==> config.mk <==
export PLATFORM = sky130hd
export DESIGN_NAME = ppil_top
export DESIGN_NICKNAME = d
export VERILOG_FILES = /design/src/common/ppil_pkg.sv /design/src/rtl/ppil_sync.sv /design/src/rtl/ppil_top.sv
export VERILOG_INCLUDE_DIRS = /design/src /design/src/common
export SDC_FILE = /design/constraint.sdc
export NUM_CORES = 1
export LEC_CHECK = 0
export BUFFER_PORTS_ARGS = -buffer_cell sky130_fd_sc_hd__buf_4
export CAP_MARGIN = 20
export CORE_MARGIN = 2
export CORE_UTILIZATION = 52
export DETAILED_ROUTE_END_ITERATION = 6
export PLACE_DENSITY = 0.88
export SYNTH_ARGS = -nofsm -noshare
export SYNTH_HDL_FRONTEND = slang
export SYNTH_SLANG_ARGS = --single-unit
==> constraint.sdc <==
create_clock -name sys_clk -period 2.4 [get_ports sys_clk]
set_input_delay 0.24 -clock sys_clk [delete_from_list [all_inputs] [get_ports sys_clk]]
set_output_delay 0.24 -clock sys_clk [all_outputs]
set_load 0.01 [all_outputs]
==> src/common/ppil_map.svh <==
`ifndef PPIL_MAP_SVH
`define PPIL_MAP_SVH

// ----------------------------------------------------------------
// Register word offsets (byte addresses)
// ----------------------------------------------------------------
`define PPIL_OFF_PA_DATA 6'h00
`define PPIL_OFF_PB_DATA 6'h04
`define PPIL_OFF_PC_DATA 6'h08
`define PPIL_OFF_PD_DATA 6'h0C
`define PPIL_OFF_PA_DIR 6'h10
`define PPIL_OFF_PB_DIR 6'h14
`define PPIL_OFF_PC_DIR 6'h18
`define PPIL_OFF_PE_DATA 6'h1C
`define PPIL_OFF_PF_DATA 6'h20
`define PPIL_OFF_PF_DIR 6'h24
`define PPIL_OFF_ADC_CTRL 6'h28
`define PPIL_OFF_SYS_CTRL 6'h2C
`define PPIL_OFF_MISC 6'h30
`define PPIL_OFF_IRQ_CTRL 6'h34
// Address bits at and above this one must be zero
`define PPIL_DEC_TOP 6

// ----------------------------------------------------------------
// Field positions
// ----------------------------------------------------------------
`define PPIL_ADC_EN_BIT 7
`define PPIL_SYS_SPI_EN_BIT 0
`define PPIL_SYS_STOP_BIT 1
`define PPIL_SYS_CMP_EN_BIT 2
`define PPIL_MISC_IGN_BIT 0
`define PPIL_MISC_PWRDN_BIT 1
`define PPIL_MISC_IGN_WAKE_BIT 2
`define PPIL_MISC_BUS_WAKE_BIT 3
`define PPIL_IRQ_EN_BIT 0
`define PPIL_IRQ_PEND_BIT 1
`define PPIL_PB_CMP_BIT 6
`define PPIL_PB_CAP_BIT 7

// ----------------------------------------------------------------
// Reset values and synchroniser layout
// ----------------------------------------------------------------
`define PPIL_PORT_RST 8'h00
`define PPIL_NIB_RST 4'h0
`define PPIL_SYNC_W 48
// Interrupt pin and reset pin idle high
`define PPIL_SYNC_INIT 48'h0000_0000_0003

`endif

==> src/common/ppil_pkg.sv <==
package ppil_pkg;

    typedef logic [7:0] ppil_byte_t;

    typedef struct packed {
        logic [7:0] pa_lat;
        logic [7:0] pa_dir;
        logic [7:0] pb_lat;
        logic [7:0] pb_dir;
        logic [7:0] pc_lat;
        logic [7:0] pc_dir;
        logic [3:0] pf_lat;
        logic [3:0] pf_dir;
        logic adc_en;
        logic [3:0] adc_ch;
        logic spi_en;
        logic stop;
        logic cmp_en;
        logic irq_en;
        logic pend;
        logic reg_down;
        logic ign_wake;
        logic bus_wake;
        logic drive;
        logic core_rst;
        logic op_clk;
        logic irq_prev;
        logic [7:0] pa_prev;
        logic [7:0] pc_prev;
        logic ign_prev;
        logic bus_prev;
        logic [31:0] rdata;
    } ppil_state_t;

endpackage

==> src/rtl/ppil_sync.sv <==
`timescale 1ns/100ps
module ppil_sync #(
    parameter int WIDTH = 1,
    parameter logic [WIDTH-1:0] INIT = '0
) (
    // Clock and reset
    input wire logic sys_clk,
    input wire logic rst,
    // Asynchronous in, synchronous out
    input wire logic [WIDTH-1:0] async_in,
    output logic [WIDTH-1:0] sync_out
);

    typedef struct packed {
        logic [WIDTH-1:0] meta;
        logic [WIDTH-1:0] stable;
    } ppil_sync_t;

    ppil_sync_t st_r;
    ppil_sync_t st_nxt;

    initial begin
        if (WIDTH < 1) begin
            $error("ppil_sync: WIDTH must be at least 1");
        end
    end

    // First stage feeds only the second stage
    always_comb begin
        st_nxt.meta = async_in;
        st_nxt.stable = st_r.meta;
    end

    always_ff @(posedge sys_clk) begin
        if (rst) begin
            st_r <= {INIT, INIT};
        end else begin
            st_r <= st_nxt;
        end
    end

    assign sync_out = st_r.stable;

endmodule

==> src/rtl/ppil_top.sv <==
`timescale 1ns/100ps
`include "ppil_map.svh"
// Contract
// RULE_01: Oscillator output is inverted oscillator input, forced high in stop.
// RULE_02: Operating clock is the oscillator clock divided by two.
// RULE_03: Reset pin held low externally resets the device to start-up state.
// RULE_04: Device pulls reset pin low on any internal reset source.
// RULE_05: Option selects interrupt pin falling edge only, or edge plus low level.
// RULE_06: Port A, port C and interrupt pin are ORed into one request.
// RULE_07: Port A and C interrupts are always falling-edge triggered.
// RULE_08: Port A and C act as interrupt sources only while enabled.
// RULE_09: Any reset makes every pin of ports A, B, C, F an input.
// RULE_10: Port B pins carry timer capture input and compare output.
// RULE_11: Converter disabled after reset; ports D, E then digital inputs.
// RULE_12: With converter on, selected channel reads zero, others read true.
// RULE_13: Serial port enabled takes over the four port F pins.
// RULE_14: Ignition pin level is readable as a status bit.
// RULE_15: Ignition rising edge while regulator down is latched, powers it up.
// RULE_16: With bus wake option, bus line rising edge re-enables regulator.
// RULE_17: With regulator disabled by option, ignition pin has no function.
// RULE_18: All registers decode within byte addresses 0x00 to 0x3F.
// RULE_19: Writes to unimplemented bits are ignored; their reads are undefined.
// RULE_20: Board holds an unused interrupt pin at high supply.
// RULE_21: Detected interrupt edges stay pending until the CPU services them.
// RULE_22: Asynchronous pins pass a two-stage synchroniser before edge detection.
module ppil_top #(
    parameter int ADDR_W = 12,
    parameter int ADC_CHANNELS = 16
) (
    // Clock and reset
    input wire logic sys_clk,
    input wire logic rst,
    // APB slave
    input wire logic [ADDR_W-1:0] paddr,
    input wire logic psel,
    input wire logic penable,
    input wire logic pwrite,
    input wire logic [31:0] pwdata,
    input wire logic [3:0] pstrb,
    output logic [31:0] prdata,
    output logic pready,
    output logic pslverr,
    // Factory options
    input wire logic opt_irq_level,
    input wire logic opt_bus_wake,
    input wire logic opt_reg_disable,
    // Oscillator and operating clock
    input wire logic oscillator_input_pin,
    output logic oscillator_output_pin,
    output logic operating_frequency_clk,
    // Reset pin (open drain) and reset sources
    input wire logic reset_pin_in,
    output logic reset_pin_out,
    output logic reset_pin_oe,
    input wire logic watchdog_timer_timeout,
    input wire logic power_on_detect,
    input wire logic illegal_address,
    input wire logic stop_disabled_exec,
    input wire logic low_voltage_detect,
    output logic core_reset,
    // Interrupt pin and request to the CPU
    input wire logic irq_pin_in,
    input wire logic irq_ack,
    output logic irq_request,
    // Ports A, B, C
    input wire logic [7:0] port_a_pins_in,
    output logic [7:0] port_a_pins_out,
    output logic [7:0] port_a_pins_oe,
    input wire logic [7:0] port_b_pins_in,
    output logic [7:0] port_b_pins_out,
    output logic [7:0] port_b_pins_oe,
    input wire logic [7:0] port_c_pins_in,
    output logic [7:0] port_c_pins_out,
    output logic [7:0] port_c_pins_oe,
    // Timer sharing on port B
    input wire logic compare_output_level,
    output logic capture_input_pin,
    // Ports D, E (input only, converter shared)
    input wire logic [7:0] port_d_inputs,
    input wire logic [7:0] port_e_inputs,
    output logic adc_enable,
    output logic [3:0] adc_channel,
    // Port F and serial peripheral port
    input wire logic [3:0] port_f_pins_in,
    output logic [3:0] port_f_pins_out,
    output logic [3:0] port_f_pins_oe,
    input wire logic [3:0] spi_pins_out,
    input wire logic [3:0] spi_pins_oe,
    output logic [3:0] spi_pins_in,
    output logic spi_enable,
    // Regulator power moding
    input wire logic ignition_sense_pin,
    input wire logic message_link_bus_pin,
    output logic regulator_enable
);

    initial begin
        if (ADDR_W < `PPIL_DEC_TOP + 1) begin
            $error("ppil_top: ADDR_W too small for the register map");
        end
        if (ADC_CHANNELS != 16) begin
            $error("ppil_top: ADC_CHANNELS must be 16 (ports D and E)");
        end
    end

    // ----------------------------------------------------------------
    // Synchronisers
    // ----------------------------------------------------------------
    logic [`PPIL_SYNC_W-1:0] sync_q;
    logic irq_s;
    logic rst_pin_s;
    logic [7:0] pa_s;
    logic [7:0] pb_s;
    logic [7:0] pc_s;
    logic [7:0] pd_s;
    logic [7:0] pe_s;
    logic [3:0] pf_s;
    logic ign_s;
    logic bus_s;

    ppil_sync #(
        .WIDTH(`PPIL_SYNC_W),
        .INIT(`PPIL_SYNC_INIT)
    ) u_sync (
        .sys_clk(sys_clk),
        .rst(rst),
        .async_in({message_link_bus_pin, ignition_sense_pin, port_f_pins_in,
                   port_e_inputs, port_d_inputs, port_c_pins_in,
                   port_b_pins_in, port_a_pins_in, reset_pin_in,
                   irq_pin_in}),
        .sync_out(sync_q)
    ); // see RULE_22

    assign {bus_s, ign_s, pf_s, pe_s, pd_s, pc_s, pb_s, pa_s, rst_pin_s,
            irq_s} = sync_q;

    // ----------------------------------------------------------------
    // Helpers
    // ----------------------------------------------------------------
    ppil_pkg::ppil_state_t st_r;
    ppil_pkg::ppil_state_t st_nxt;

    function automatic ppil_pkg::ppil_state_t reset_state();
        ppil_pkg::ppil_state_t s;
        s = '0;
        s.drive = 1'b1;
        s.core_rst = 1'b1;
        s.irq_prev = 1'b1;
        return s;
    endfunction

    // Outputs read back the latch, inputs the pin
    function automatic ppil_pkg::ppil_byte_t port_read(
        input logic [7:0] lat,
        input logic [7:0] dir,
        input logic [7:0] pin
    );
        return (dir & lat) | (~dir & pin);
    endfunction

    // Mask of the pin given to the converter within one 8-pin port
    function automatic ppil_pkg::ppil_byte_t adc_mask(
        input logic en,
        input logic [3:0] ch,
        input logic upper
    );
        ppil_pkg::ppil_byte_t m;
        m = 8'h00;
        if (en && (ch[3] == upper)) begin
            m[ch[2:0]] = 1'b1;
        end
        return m;
    endfunction

    // ----------------------------------------------------------------
    // APB decode
    // ----------------------------------------------------------------
    logic in_range;
    logic wr_en;
    logic [5:0] woff;
    logic [7:0] wbyte;
    logic [7:0] rd_val;
    logic irq_fall;
    logic irq_low;
    logic port_fall;
    logic ign_rise;
    logic bus_rise;
    logic pend_set;
    logic pend_clr;

    assign in_range = (paddr[ADDR_W-1:`PPIL_DEC_TOP] == '0); // see RULE_18
    assign wr_en = psel && penable && pwrite && in_range && pstrb[0];
    assign woff = paddr[5:0];
    assign wbyte = pwdata[7:0];
    assign pready = 1'b1;
    assign pslverr = psel && penable && !in_range;

    always_comb begin
        rd_val = 8'h00;
        case (paddr[5:0])
            `PPIL_OFF_PA_DATA: begin
                rd_val = port_read(st_r.pa_lat, st_r.pa_dir, pa_s);
            end
            `PPIL_OFF_PB_DATA: begin
                rd_val = port_read(st_r.pb_lat, st_r.pb_dir, pb_s);
            end
            `PPIL_OFF_PC_DATA: begin
                rd_val = port_read(st_r.pc_lat, st_r.pc_dir, pc_s);
            end
            `PPIL_OFF_PD_DATA: begin
                rd_val = pd_s & ~adc_mask(st_r.adc_en, st_r.adc_ch, 1'b0); // see RULE_12
            end
            `PPIL_OFF_PE_DATA: begin
                rd_val = pe_s & ~adc_mask(st_r.adc_en, st_r.adc_ch, 1'b1); // see RULE_12
            end
            `PPIL_OFF_PA_DIR: begin
                rd_val = st_r.pa_dir;
            end
            `PPIL_OFF_PB_DIR: begin
                rd_val = st_r.pb_dir;
            end
            `PPIL_OFF_PC_DIR: begin
                rd_val = st_r.pc_dir;
            end
            `PPIL_OFF_PF_DATA: begin
                // Serial port owns the pins: read their levels
                rd_val = st_r.spi_en ? {4'h0, pf_s} : port_read(
                    {4'h0, st_r.pf_lat}, {4'h0, st_r.pf_dir}, {4'h0, pf_s});
            end
            `PPIL_OFF_PF_DIR: begin
                rd_val = {4'h0, st_r.pf_dir};
            end
            `PPIL_OFF_ADC_CTRL: begin
                rd_val[`PPIL_ADC_EN_BIT] = st_r.adc_en;
                rd_val[3:0] = st_r.adc_ch;
            end
            `PPIL_OFF_SYS_CTRL: begin
                rd_val[`PPIL_SYS_SPI_EN_BIT] = st_r.spi_en;
                rd_val[`PPIL_SYS_STOP_BIT] = st_r.stop;
                rd_val[`PPIL_SYS_CMP_EN_BIT] = st_r.cmp_en;
            end
            `PPIL_OFF_MISC: begin
                rd_val[`PPIL_MISC_IGN_BIT] = ign_s && !opt_reg_disable; // see RULE_14 RULE_17
                rd_val[`PPIL_MISC_PWRDN_BIT] = st_r.reg_down;
                rd_val[`PPIL_MISC_IGN_WAKE_BIT] = st_r.ign_wake;
                rd_val[`PPIL_MISC_BUS_WAKE_BIT] = st_r.bus_wake;
            end
            `PPIL_OFF_IRQ_CTRL: begin
                rd_val[`PPIL_IRQ_EN_BIT] = st_r.irq_en;
                rd_val[`PPIL_IRQ_PEND_BIT] = st_r.pend;
            end
            default: begin
                rd_val = 8'h00;
            end
        endcase
    end

    // ----------------------------------------------------------------
    // Event detection
    // ----------------------------------------------------------------
    assign irq_fall = st_r.irq_prev && !irq_s;
    assign irq_low = opt_irq_level && !irq_s; // see RULE_05
    // Port sources ignore the level option
    assign port_fall = st_r.irq_en &&
        (|(st_r.pa_prev & ~pa_s) || |(st_r.pc_prev & ~pc_s)); // see RULE_07 RULE_08
    assign pend_set = irq_fall || irq_low || port_fall; // see RULE_06
    assign pend_clr = irq_ack || (wr_en && woff == `PPIL_OFF_IRQ_CTRL &&
        wbyte[`PPIL_IRQ_PEND_BIT]);
    assign ign_rise = !st_r.ign_prev && ign_s && !opt_reg_disable; // see RULE_17
    assign bus_rise = !st_r.bus_prev && bus_s && opt_bus_wake; // see RULE_16

    // ----------------------------------------------------------------
    // Next state
    // ----------------------------------------------------------------
    always_comb begin
        st_nxt = st_r;
        st_nxt.op_clk = !st_r.op_clk; // see RULE_02
        st_nxt.drive = watchdog_timer_timeout || power_on_detect ||
            illegal_address || stop_disabled_exec ||
            low_voltage_detect; // see RULE_04
        st_nxt.core_rst = !rst_pin_s || st_r.drive; // see RULE_03
        st_nxt.irq_prev = irq_s;
        st_nxt.pa_prev = pa_s;
        st_nxt.pc_prev = pc_s;
        st_nxt.ign_prev = ign_s;
        st_nxt.bus_prev = bus_s;
        // Set wins over clear so no edge is lost
        if (pend_clr) begin
            st_nxt.pend = 1'b0;
        end
        if (pend_set) begin
            st_nxt.pend = 1'b1; // see RULE_21
        end
        if (wr_en) begin
            case (woff)
                `PPIL_OFF_PA_DATA: st_nxt.pa_lat = wbyte;
                `PPIL_OFF_PB_DATA: st_nxt.pb_lat = wbyte;
                `PPIL_OFF_PC_DATA: st_nxt.pc_lat = wbyte;
                `PPIL_OFF_PA_DIR: st_nxt.pa_dir = wbyte;
                `PPIL_OFF_PB_DIR: st_nxt.pb_dir = wbyte;
                `PPIL_OFF_PC_DIR: st_nxt.pc_dir = wbyte;
                `PPIL_OFF_PF_DATA: st_nxt.pf_lat = wbyte[3:0];
                `PPIL_OFF_PF_DIR: st_nxt.pf_dir = wbyte[3:0];
                `PPIL_OFF_ADC_CTRL: begin
                    st_nxt.adc_en = wbyte[`PPIL_ADC_EN_BIT];
                    st_nxt.adc_ch = wbyte[3:0];
                end
                `PPIL_OFF_SYS_CTRL: begin
                    st_nxt.spi_en = wbyte[`PPIL_SYS_SPI_EN_BIT];
                    st_nxt.stop = wbyte[`PPIL_SYS_STOP_BIT];
                    st_nxt.cmp_en = wbyte[`PPIL_SYS_CMP_EN_BIT];
                end
                `PPIL_OFF_MISC: begin
                    if (wbyte[`PPIL_MISC_PWRDN_BIT]) begin
                        st_nxt.reg_down = 1'b1;
                    end
                    if (wbyte[`PPIL_MISC_IGN_WAKE_BIT]) begin
                        st_nxt.ign_wake = 1'b0;
                    end
                    if (wbyte[`PPIL_MISC_BUS_WAKE_BIT]) begin
                        st_nxt.bus_wake = 1'b0;
                    end
                end
                `PPIL_OFF_IRQ_CTRL: st_nxt.irq_en = wbyte[`PPIL_IRQ_EN_BIT];
                default: st_nxt.pa_lat = st_nxt.pa_lat; // see RULE_19
            endcase
        end
        // Wake latches live in always-on logic; set beats clear
        if (st_r.reg_down && ign_rise) begin
            st_nxt.ign_wake = 1'b1; // see RULE_15
            st_nxt.reg_down = 1'b0;
        end
        if (st_r.reg_down && bus_rise) begin
            st_nxt.bus_wake = 1'b1; // see RULE_16
            st_nxt.reg_down = 1'b0;
        end
        // Pin reset clears the core state, not the always-on state
        if (!rst_pin_s) begin
            st_nxt.pa_lat = `PPIL_PORT_RST;
            st_nxt.pa_dir = `PPIL_PORT_RST; // see RULE_09
            st_nxt.pb_lat = `PPIL_PORT_RST;
            st_nxt.pb_dir = `PPIL_PORT_RST;
            st_nxt.pc_lat = `PPIL_PORT_RST;
            st_nxt.pc_dir = `PPIL_PORT_RST;
            st_nxt.pf_lat = `PPIL_NIB_RST;
            st_nxt.pf_dir = `PPIL_NIB_RST;
            st_nxt.adc_en = 1'b0; // see RULE_11
            st_nxt.adc_ch = `PPIL_NIB_RST;
            st_nxt.spi_en = 1'b0;
            st_nxt.stop = 1'b0;
            st_nxt.cmp_en = 1'b0;
            st_nxt.irq_en = 1'b0;
            st_nxt.pend = 1'b0;
        end
        // Read data is sampled in the setup phase
        if (psel && !penable && !pwrite) begin
            st_nxt.rdata = in_range ? {24'h00_0000, rd_val} : 32'h0000_0000;
        end
    end

    always_ff @(posedge sys_clk) begin
        if (rst) begin
            st_r <= reset_state();
        end else begin
            st_r <= st_nxt;
        end
    end

    // ----------------------------------------------------------------
    // Outputs
    // ----------------------------------------------------------------
    // Analog feedback path: a register here would break the oscillator
    assign oscillator_output_pin = st_r.stop ? 1'b1 : !oscillator_input_pin; // see RULE_01
    assign operating_frequency_clk = st_r.op_clk;
    assign reset_pin_out = 1'b0;
    assign reset_pin_oe = st_r.drive;
    assign core_reset = st_r.core_rst;
    assign irq_request = st_r.pend;
    assign prdata = st_r.rdata;
    assign port_a_pins_out = st_r.pa_lat;
    assign port_a_pins_oe = st_r.pa_dir;
    assign port_b_pins_out = {st_r.pb_lat[7],
        st_r.cmp_en ? compare_output_level : st_r.pb_lat[6],
        st_r.pb_lat[5:0]}; // see RULE_10
    assign port_b_pins_oe = st_r.pb_dir |
        {1'b0, st_r.cmp_en, 6'b00_0000};
    assign capture_input_pin = pb_s[`PPIL_PB_CAP_BIT]; // see RULE_10
    assign port_c_pins_out = st_r.pc_lat;
    assign port_c_pins_oe = st_r.pc_dir;
    assign adc_enable = st_r.adc_en;
    assign adc_channel = st_r.adc_ch;
    assign port_f_pins_out = st_r.spi_en ? spi_pins_out : st_r.pf_lat; // see RULE_13
    assign port_f_pins_oe = st_r.spi_en ? spi_pins_oe : st_r.pf_dir;
    assign spi_pins_in = pf_s;
    assign spi_enable = st_r.spi_en;
    assign regulator_enable = !st_r.reg_down;
endmodule

# After elaboration in Yosys (flattened, before gate mapping)
# Cells that the tools add are included.
# word_totals
reg_bits,219
input_bits,120
out_inout_bits,108
word_cells,165
# op_classes
order_cmp,2
eq_ne,13
muxes,25
bitwise_logic,27
n_reduce_logical,69
# op_table
cell,n
$and 8x8->8,10
$not 8->8,7
$mux 8,6
$eq 6x6->1 const B,6
$pmux 2 s14,1
$pmux 3 s9,1
$eq 6x5->1 const B,4
$or 8x8->8,3
$logic_and 1x1->1,22
$reduce_and 2->1,11
$reduce_or 8->1,2
$reduce_bool 2->1,7
$pmux 1 s13,1
$eq 6x4->1 const B,2
$logic_not 6->1,2
$pmux 1 s12,1
$logic_not 1->1,11
$pmux 1 s10,1
$logic_or 1x1->1,9
$mux 1,9
$reduce_and 3->1,3
$and 8x4->8,1
$mux 4,2
$not 4->8,1
other kinds (11),13

# Longest topological paths before layout
# depth
ltp_word,10
ltp_mapped,8
ltp_nobuf,5

# By module
# From an unflattened synthesis, not the netlist that was laid out.
# hier_totals
hier_cells,885
area_unflattened_um2,8204.1
# modules_own_cells
module,n_inst,cells_each,area_each_um2,seq_area_each_um2
ppil_top,1,683,5619.1,1981.9
ppil_sync,1,202,2585.0,1921.8

# Worst setup path before layout
# No wires, ideal clock.
# synth_timing
kind,input to register
from,input paddr[0]
to,register st_r (netlist bit port_c_pins_oe[0])
setup_ns,0.128
arrival_time_ns,1.719
required_time_ns,2.272
path_slack_ns,0.554
path_stages,6
path_buffers,2
path_cell_list,buf_2 -> or4b_1 -> buf_2 -> nor3_4 -> mux2i_1 -> nor2_1
# synth_via
elab_chain_cells,2
# synth_lines
element,line,text
start: declaration,ppil_top.sv:34,"input wire logic [ADDR_W-1:0] paddr,"
$eq 6x5->1,ppil_top.sv:295,case (woff)
$reduce_and 2->1 (no source line),--,
end signal: assignment,ppil_top.sv:363,st_r <= reset_state();
end signal: assignment,ppil_top.sv:365,st_r <= st_nxt;
end: declaration,ppil_top.sv:140,ppil_pkg::ppil_state_t st_r;
# Every way passes these cells.
# A chain may end at the register's enable or synchronous reset.

# Worst setup path after layout
# layout_timing
from,register u_sync.st_r (netlist bit u_sync.sync_out[20])
to,register st_r (netlist bit irq_request)
# layout_via
elab_chain_cells,7
elab_cells_between_ends,8
classes_between,mux: 1; bitwise: 2; reduce/logical: 5
# layout_lines
element,line,text
start: declaration,ppil_sync.sv:19,ppil_sync_t st_r;
start signal: assignment,ppil_sync.sv:36,"st_r <= {INIT, INIT};"
start signal: assignment,ppil_sync.sv:38,st_r <= st_nxt;
$not 8->8 *,ppil_top.sv:265,(|(st_r.pa_prev & ~pa_s) || |(st_r.pc_prev & ~pc_s));
$and 8x8->8 *,ppil_top.sv:265,
$reduce_or 8->1 *,ppil_top.sv:265,
$logic_or 1x1->1 *,ppil_top.sv:265,
$logic_and 1x1->1 *,ppil_top.sv:264,assign port_fall = st_r.irq_en &&
$logic_or 1x1->1 *,ppil_top.sv:266,assign pend_set = irq_fall || irq_low || port_fall;
$mux 1 / $reduce_bool 2->1 (equally long branches),--,
# Every way passes the cells marked *; elsewhere a longest branch is shown, timed or not.

==> flow_summary.ini <==
[outcome]
run_status = finished clean

[critical_path]
required_ns = 2.69
reg2reg_to = irq_request
r2r_setup_slack_ns = 0.33
crit_arrival_ns = 2.36
worstSetupStartpointType = flip-flop
crit_type = reg -> reg
critPathMaxFanout = 3
timing.rr.start = u_sync.sync_out[20]
end_kind = flip-flop
ff2ff_path_depth = 5

[floorplanning]
num_io_pins = 228
start_util_pct = 52.5
fp.dieH_um = 130
row_count = 46
dieWidth_um = 130
die_area_um2 = 16900
coreArea_um2 = 15700

[logic_synthesis]
synth_common_cells = dfxtp_1, nor2b_1, buf_4, nand2_1, nor2_1
ys_warn_count = 0
netlist_top_cells_area = dfxtp_1, nor2b_1, buf_4
yosys.area.top_type = dfxtp_1
synth_edf_count = 0
synth.avg_cell_area_um2 = 9.13
yosysMostFrequentCell = dfxtp_1
synthMuxAreaShare_pct = 6.67
async_flop_share_pct = 0
synthCells = 904
synth_seq_cells = 195
ys_seq_area_share_pct = 47.3
synth_ff_type = dfxtp_1
synthDistinctLibCells = 66
netlist_area_um2 = 8250
synth_top_family_by_area = simple AND/OR/NAND/NOR gates
synth_fa_ha_area_share_pct = 0.121
yosys.area.top_type_share_pct = 47.3
synth_compound_area_share_pct = 11.8
synthSimpleGateAreaFrac_pct = 22.6
synth-xor-area-share_pct = 0

[clocking]
numCtsBuffers = 17
path_clk_slew_ns = 0.08
cts_tree = done
cts_max_path_buffers = 2
clk_latency_ns = 0.44
post_cts_buffers = 0
clock-sinks = 195
cts_root_buffer = clkbuf_16
htree_levels = 4

[final_layout]
drive_above_1_share_pct = 25.1
antennaDiodeCount = 0
fin_cells = 1258
nets = 1149
syn2layout_area_growth_pct = 21.6
final_util_pct = 63.9

[global_route]
grt_usage_pct = 26.0
grt_max_degree = 73
grt_pass1_vias = 6021
grt_pass1_wl_um = 33200
grt_antenna_before_repair = 0
gr-total-overflow = 0

[routing]
drt_wl_total_um = 22100
num_vias = 6750
drt_iter0_drc = 692
drc = 0
drtPass1Iterations = 5
avgViaCountPerCell = 5.37
wire_per_inst_um = 17.6
drtAntennaViolNets = 0

[sta]
setup_viol = 0
worst_pin_slew_ns = 0.643
post-route-worst-setup-slack_ns = 0.326
hold_viol_final = 0
rsz0062_at_grt = no
holdWs_ns = 0.0121
maxSlewHeadroom_pct = 57.1
totalNegativeSetupSlack_ns = 0
timing.final.max_slew_violations = 0
clock.fmax_ghz = 0.482
period_minus_slack_ns = 2.07
finClkSkew_ns = 0.0125
min_period_over_period_pct = 86.4

[placed_design]
port_buffers = 174
dpl_worst_slack_ns = 0.288
dp_hpwl_um = 16000
routabilityCongestion = 0.926
place_inst = 1205

[job]
cap_violations = 0

[hold_path]
hold_depth = 2
min_from = port_a_pins_in[7]
min_to = u_sync.st_nxt[9]
holdCritPathClass = in -> reg

[pwr]
power_density_nw_per_um2 = 647
p_leak_uw = 0.00396
ir_worst_vdd_v = 0.000527
cells in the final DEF (no fill, tap or decap), drive strengths merged, types with 21 or more instances in the layout:
cell         synthesis  layout
a21oi               47      47
buf                 96     199
conb                 2      26
dfxtp              195     195
dlygate4sd3          0      21
inv                 20      28
mux2i               46      46
nand2               63      63
nor2                65      65
nor2b              117     117
o21ai               47      47
routing by layer:
layer  vias to the layer above  wire length, µm  global-route usage [%]
met5                         -                0                       0
met4                         0              655                    9.80
met3                        49             2330                    7.50
met2                       389            10400                    42.2
met1                      3117             8700                    33.0
li1                       3195                -                       -
metrics by stage:
stage / total power (µW) / area (µm²)
finish: 6490 / 10000
CTS: 6520 / 10000
global placement: 3830 / 9260
detailed placement: 3840 / 9260
global route: 6720 / 10000
floorplan: 3660 / 8340
critical path, cell delays in order (launching register included):
cell and delay [ns]:
dfxtp_1 0.39, nor2b_1 0.06, a2111oi_0 0.49, o2111ai_1 0.23, o41ai_1 0.58, a31oi_1 0.17
power by group:
group,switching (µW),internal [µW]
combinational,232,216
clock,1320,1370
sequential,31.2,3320
kinds of logic (layout without fill, tap and decap cells):
logic type / count (synthesis) / count (layout)
adders and majority gates: 1 / 1
AOI/OAI and AO/OA: 157 / 157
DFF: 195 / 195
other: 2 / 26
buffers and inverters: 158 / 272
muxes: 54 / 54
and+or+nand+nor: 337 / 337
state kept, by name, indices dropped and copies added, names as in the netlist:
name	count
u_sync.sync_out	48
adc_enable	1
spi_enable	1
irq_request	1
port_c_pins_oe	8
adc_channel	4
port_a_pins_oe	8
port_a_pins_out	8
st_r	42
prdata	8
core_reset	1
port_c_pins_out	8
port_b_pins_out	7
u_sync.st_nxt	48
operating_frequency_clk	1
reset_pin_oe	1
repair_timing:
action / 4_1_cts / 5_1_grt
endpoints found under the setup margin: 0 / 0
gates resized for setup: 0 / 0
hold buffers: 21 / 0
hold endpoints to repair: 19 / 0
area by class of cell:
class / count / area (µm²)
fill: 1281 / 5680
sequential: 195 / 3900
multi-input combinational: 575 / 3500
timing repair buffer: 220 / 1720
clock buffer: 17 / 425
tap: 216 / 270
clock inverter: 15 / 140
inverter: 20 / 75.1
worst max-delay path by stage:
stage          slack, ns           startpoint  cells past startpoint           endpoint
6_report            0.33  u_sync.sync_out[20]                      5        irq_request
5_1_grt             0.13  u_sync.sync_out[20]                      5        irq_request
4_1_cts             0.28  u_sync.sync_out[20]                      5        irq_request
3_5_place_dp        0.29             paddr[2]                      7  port_a_pins_oe[3]
3_3_place_gp        0.29             paddr[2]                      7  port_a_pins_oe[0]
2_1_floorplan       0.55             paddr[0]                      6  port_c_pins_oe[0]
No activity file was read; power rests on OpenSTA's default activity.
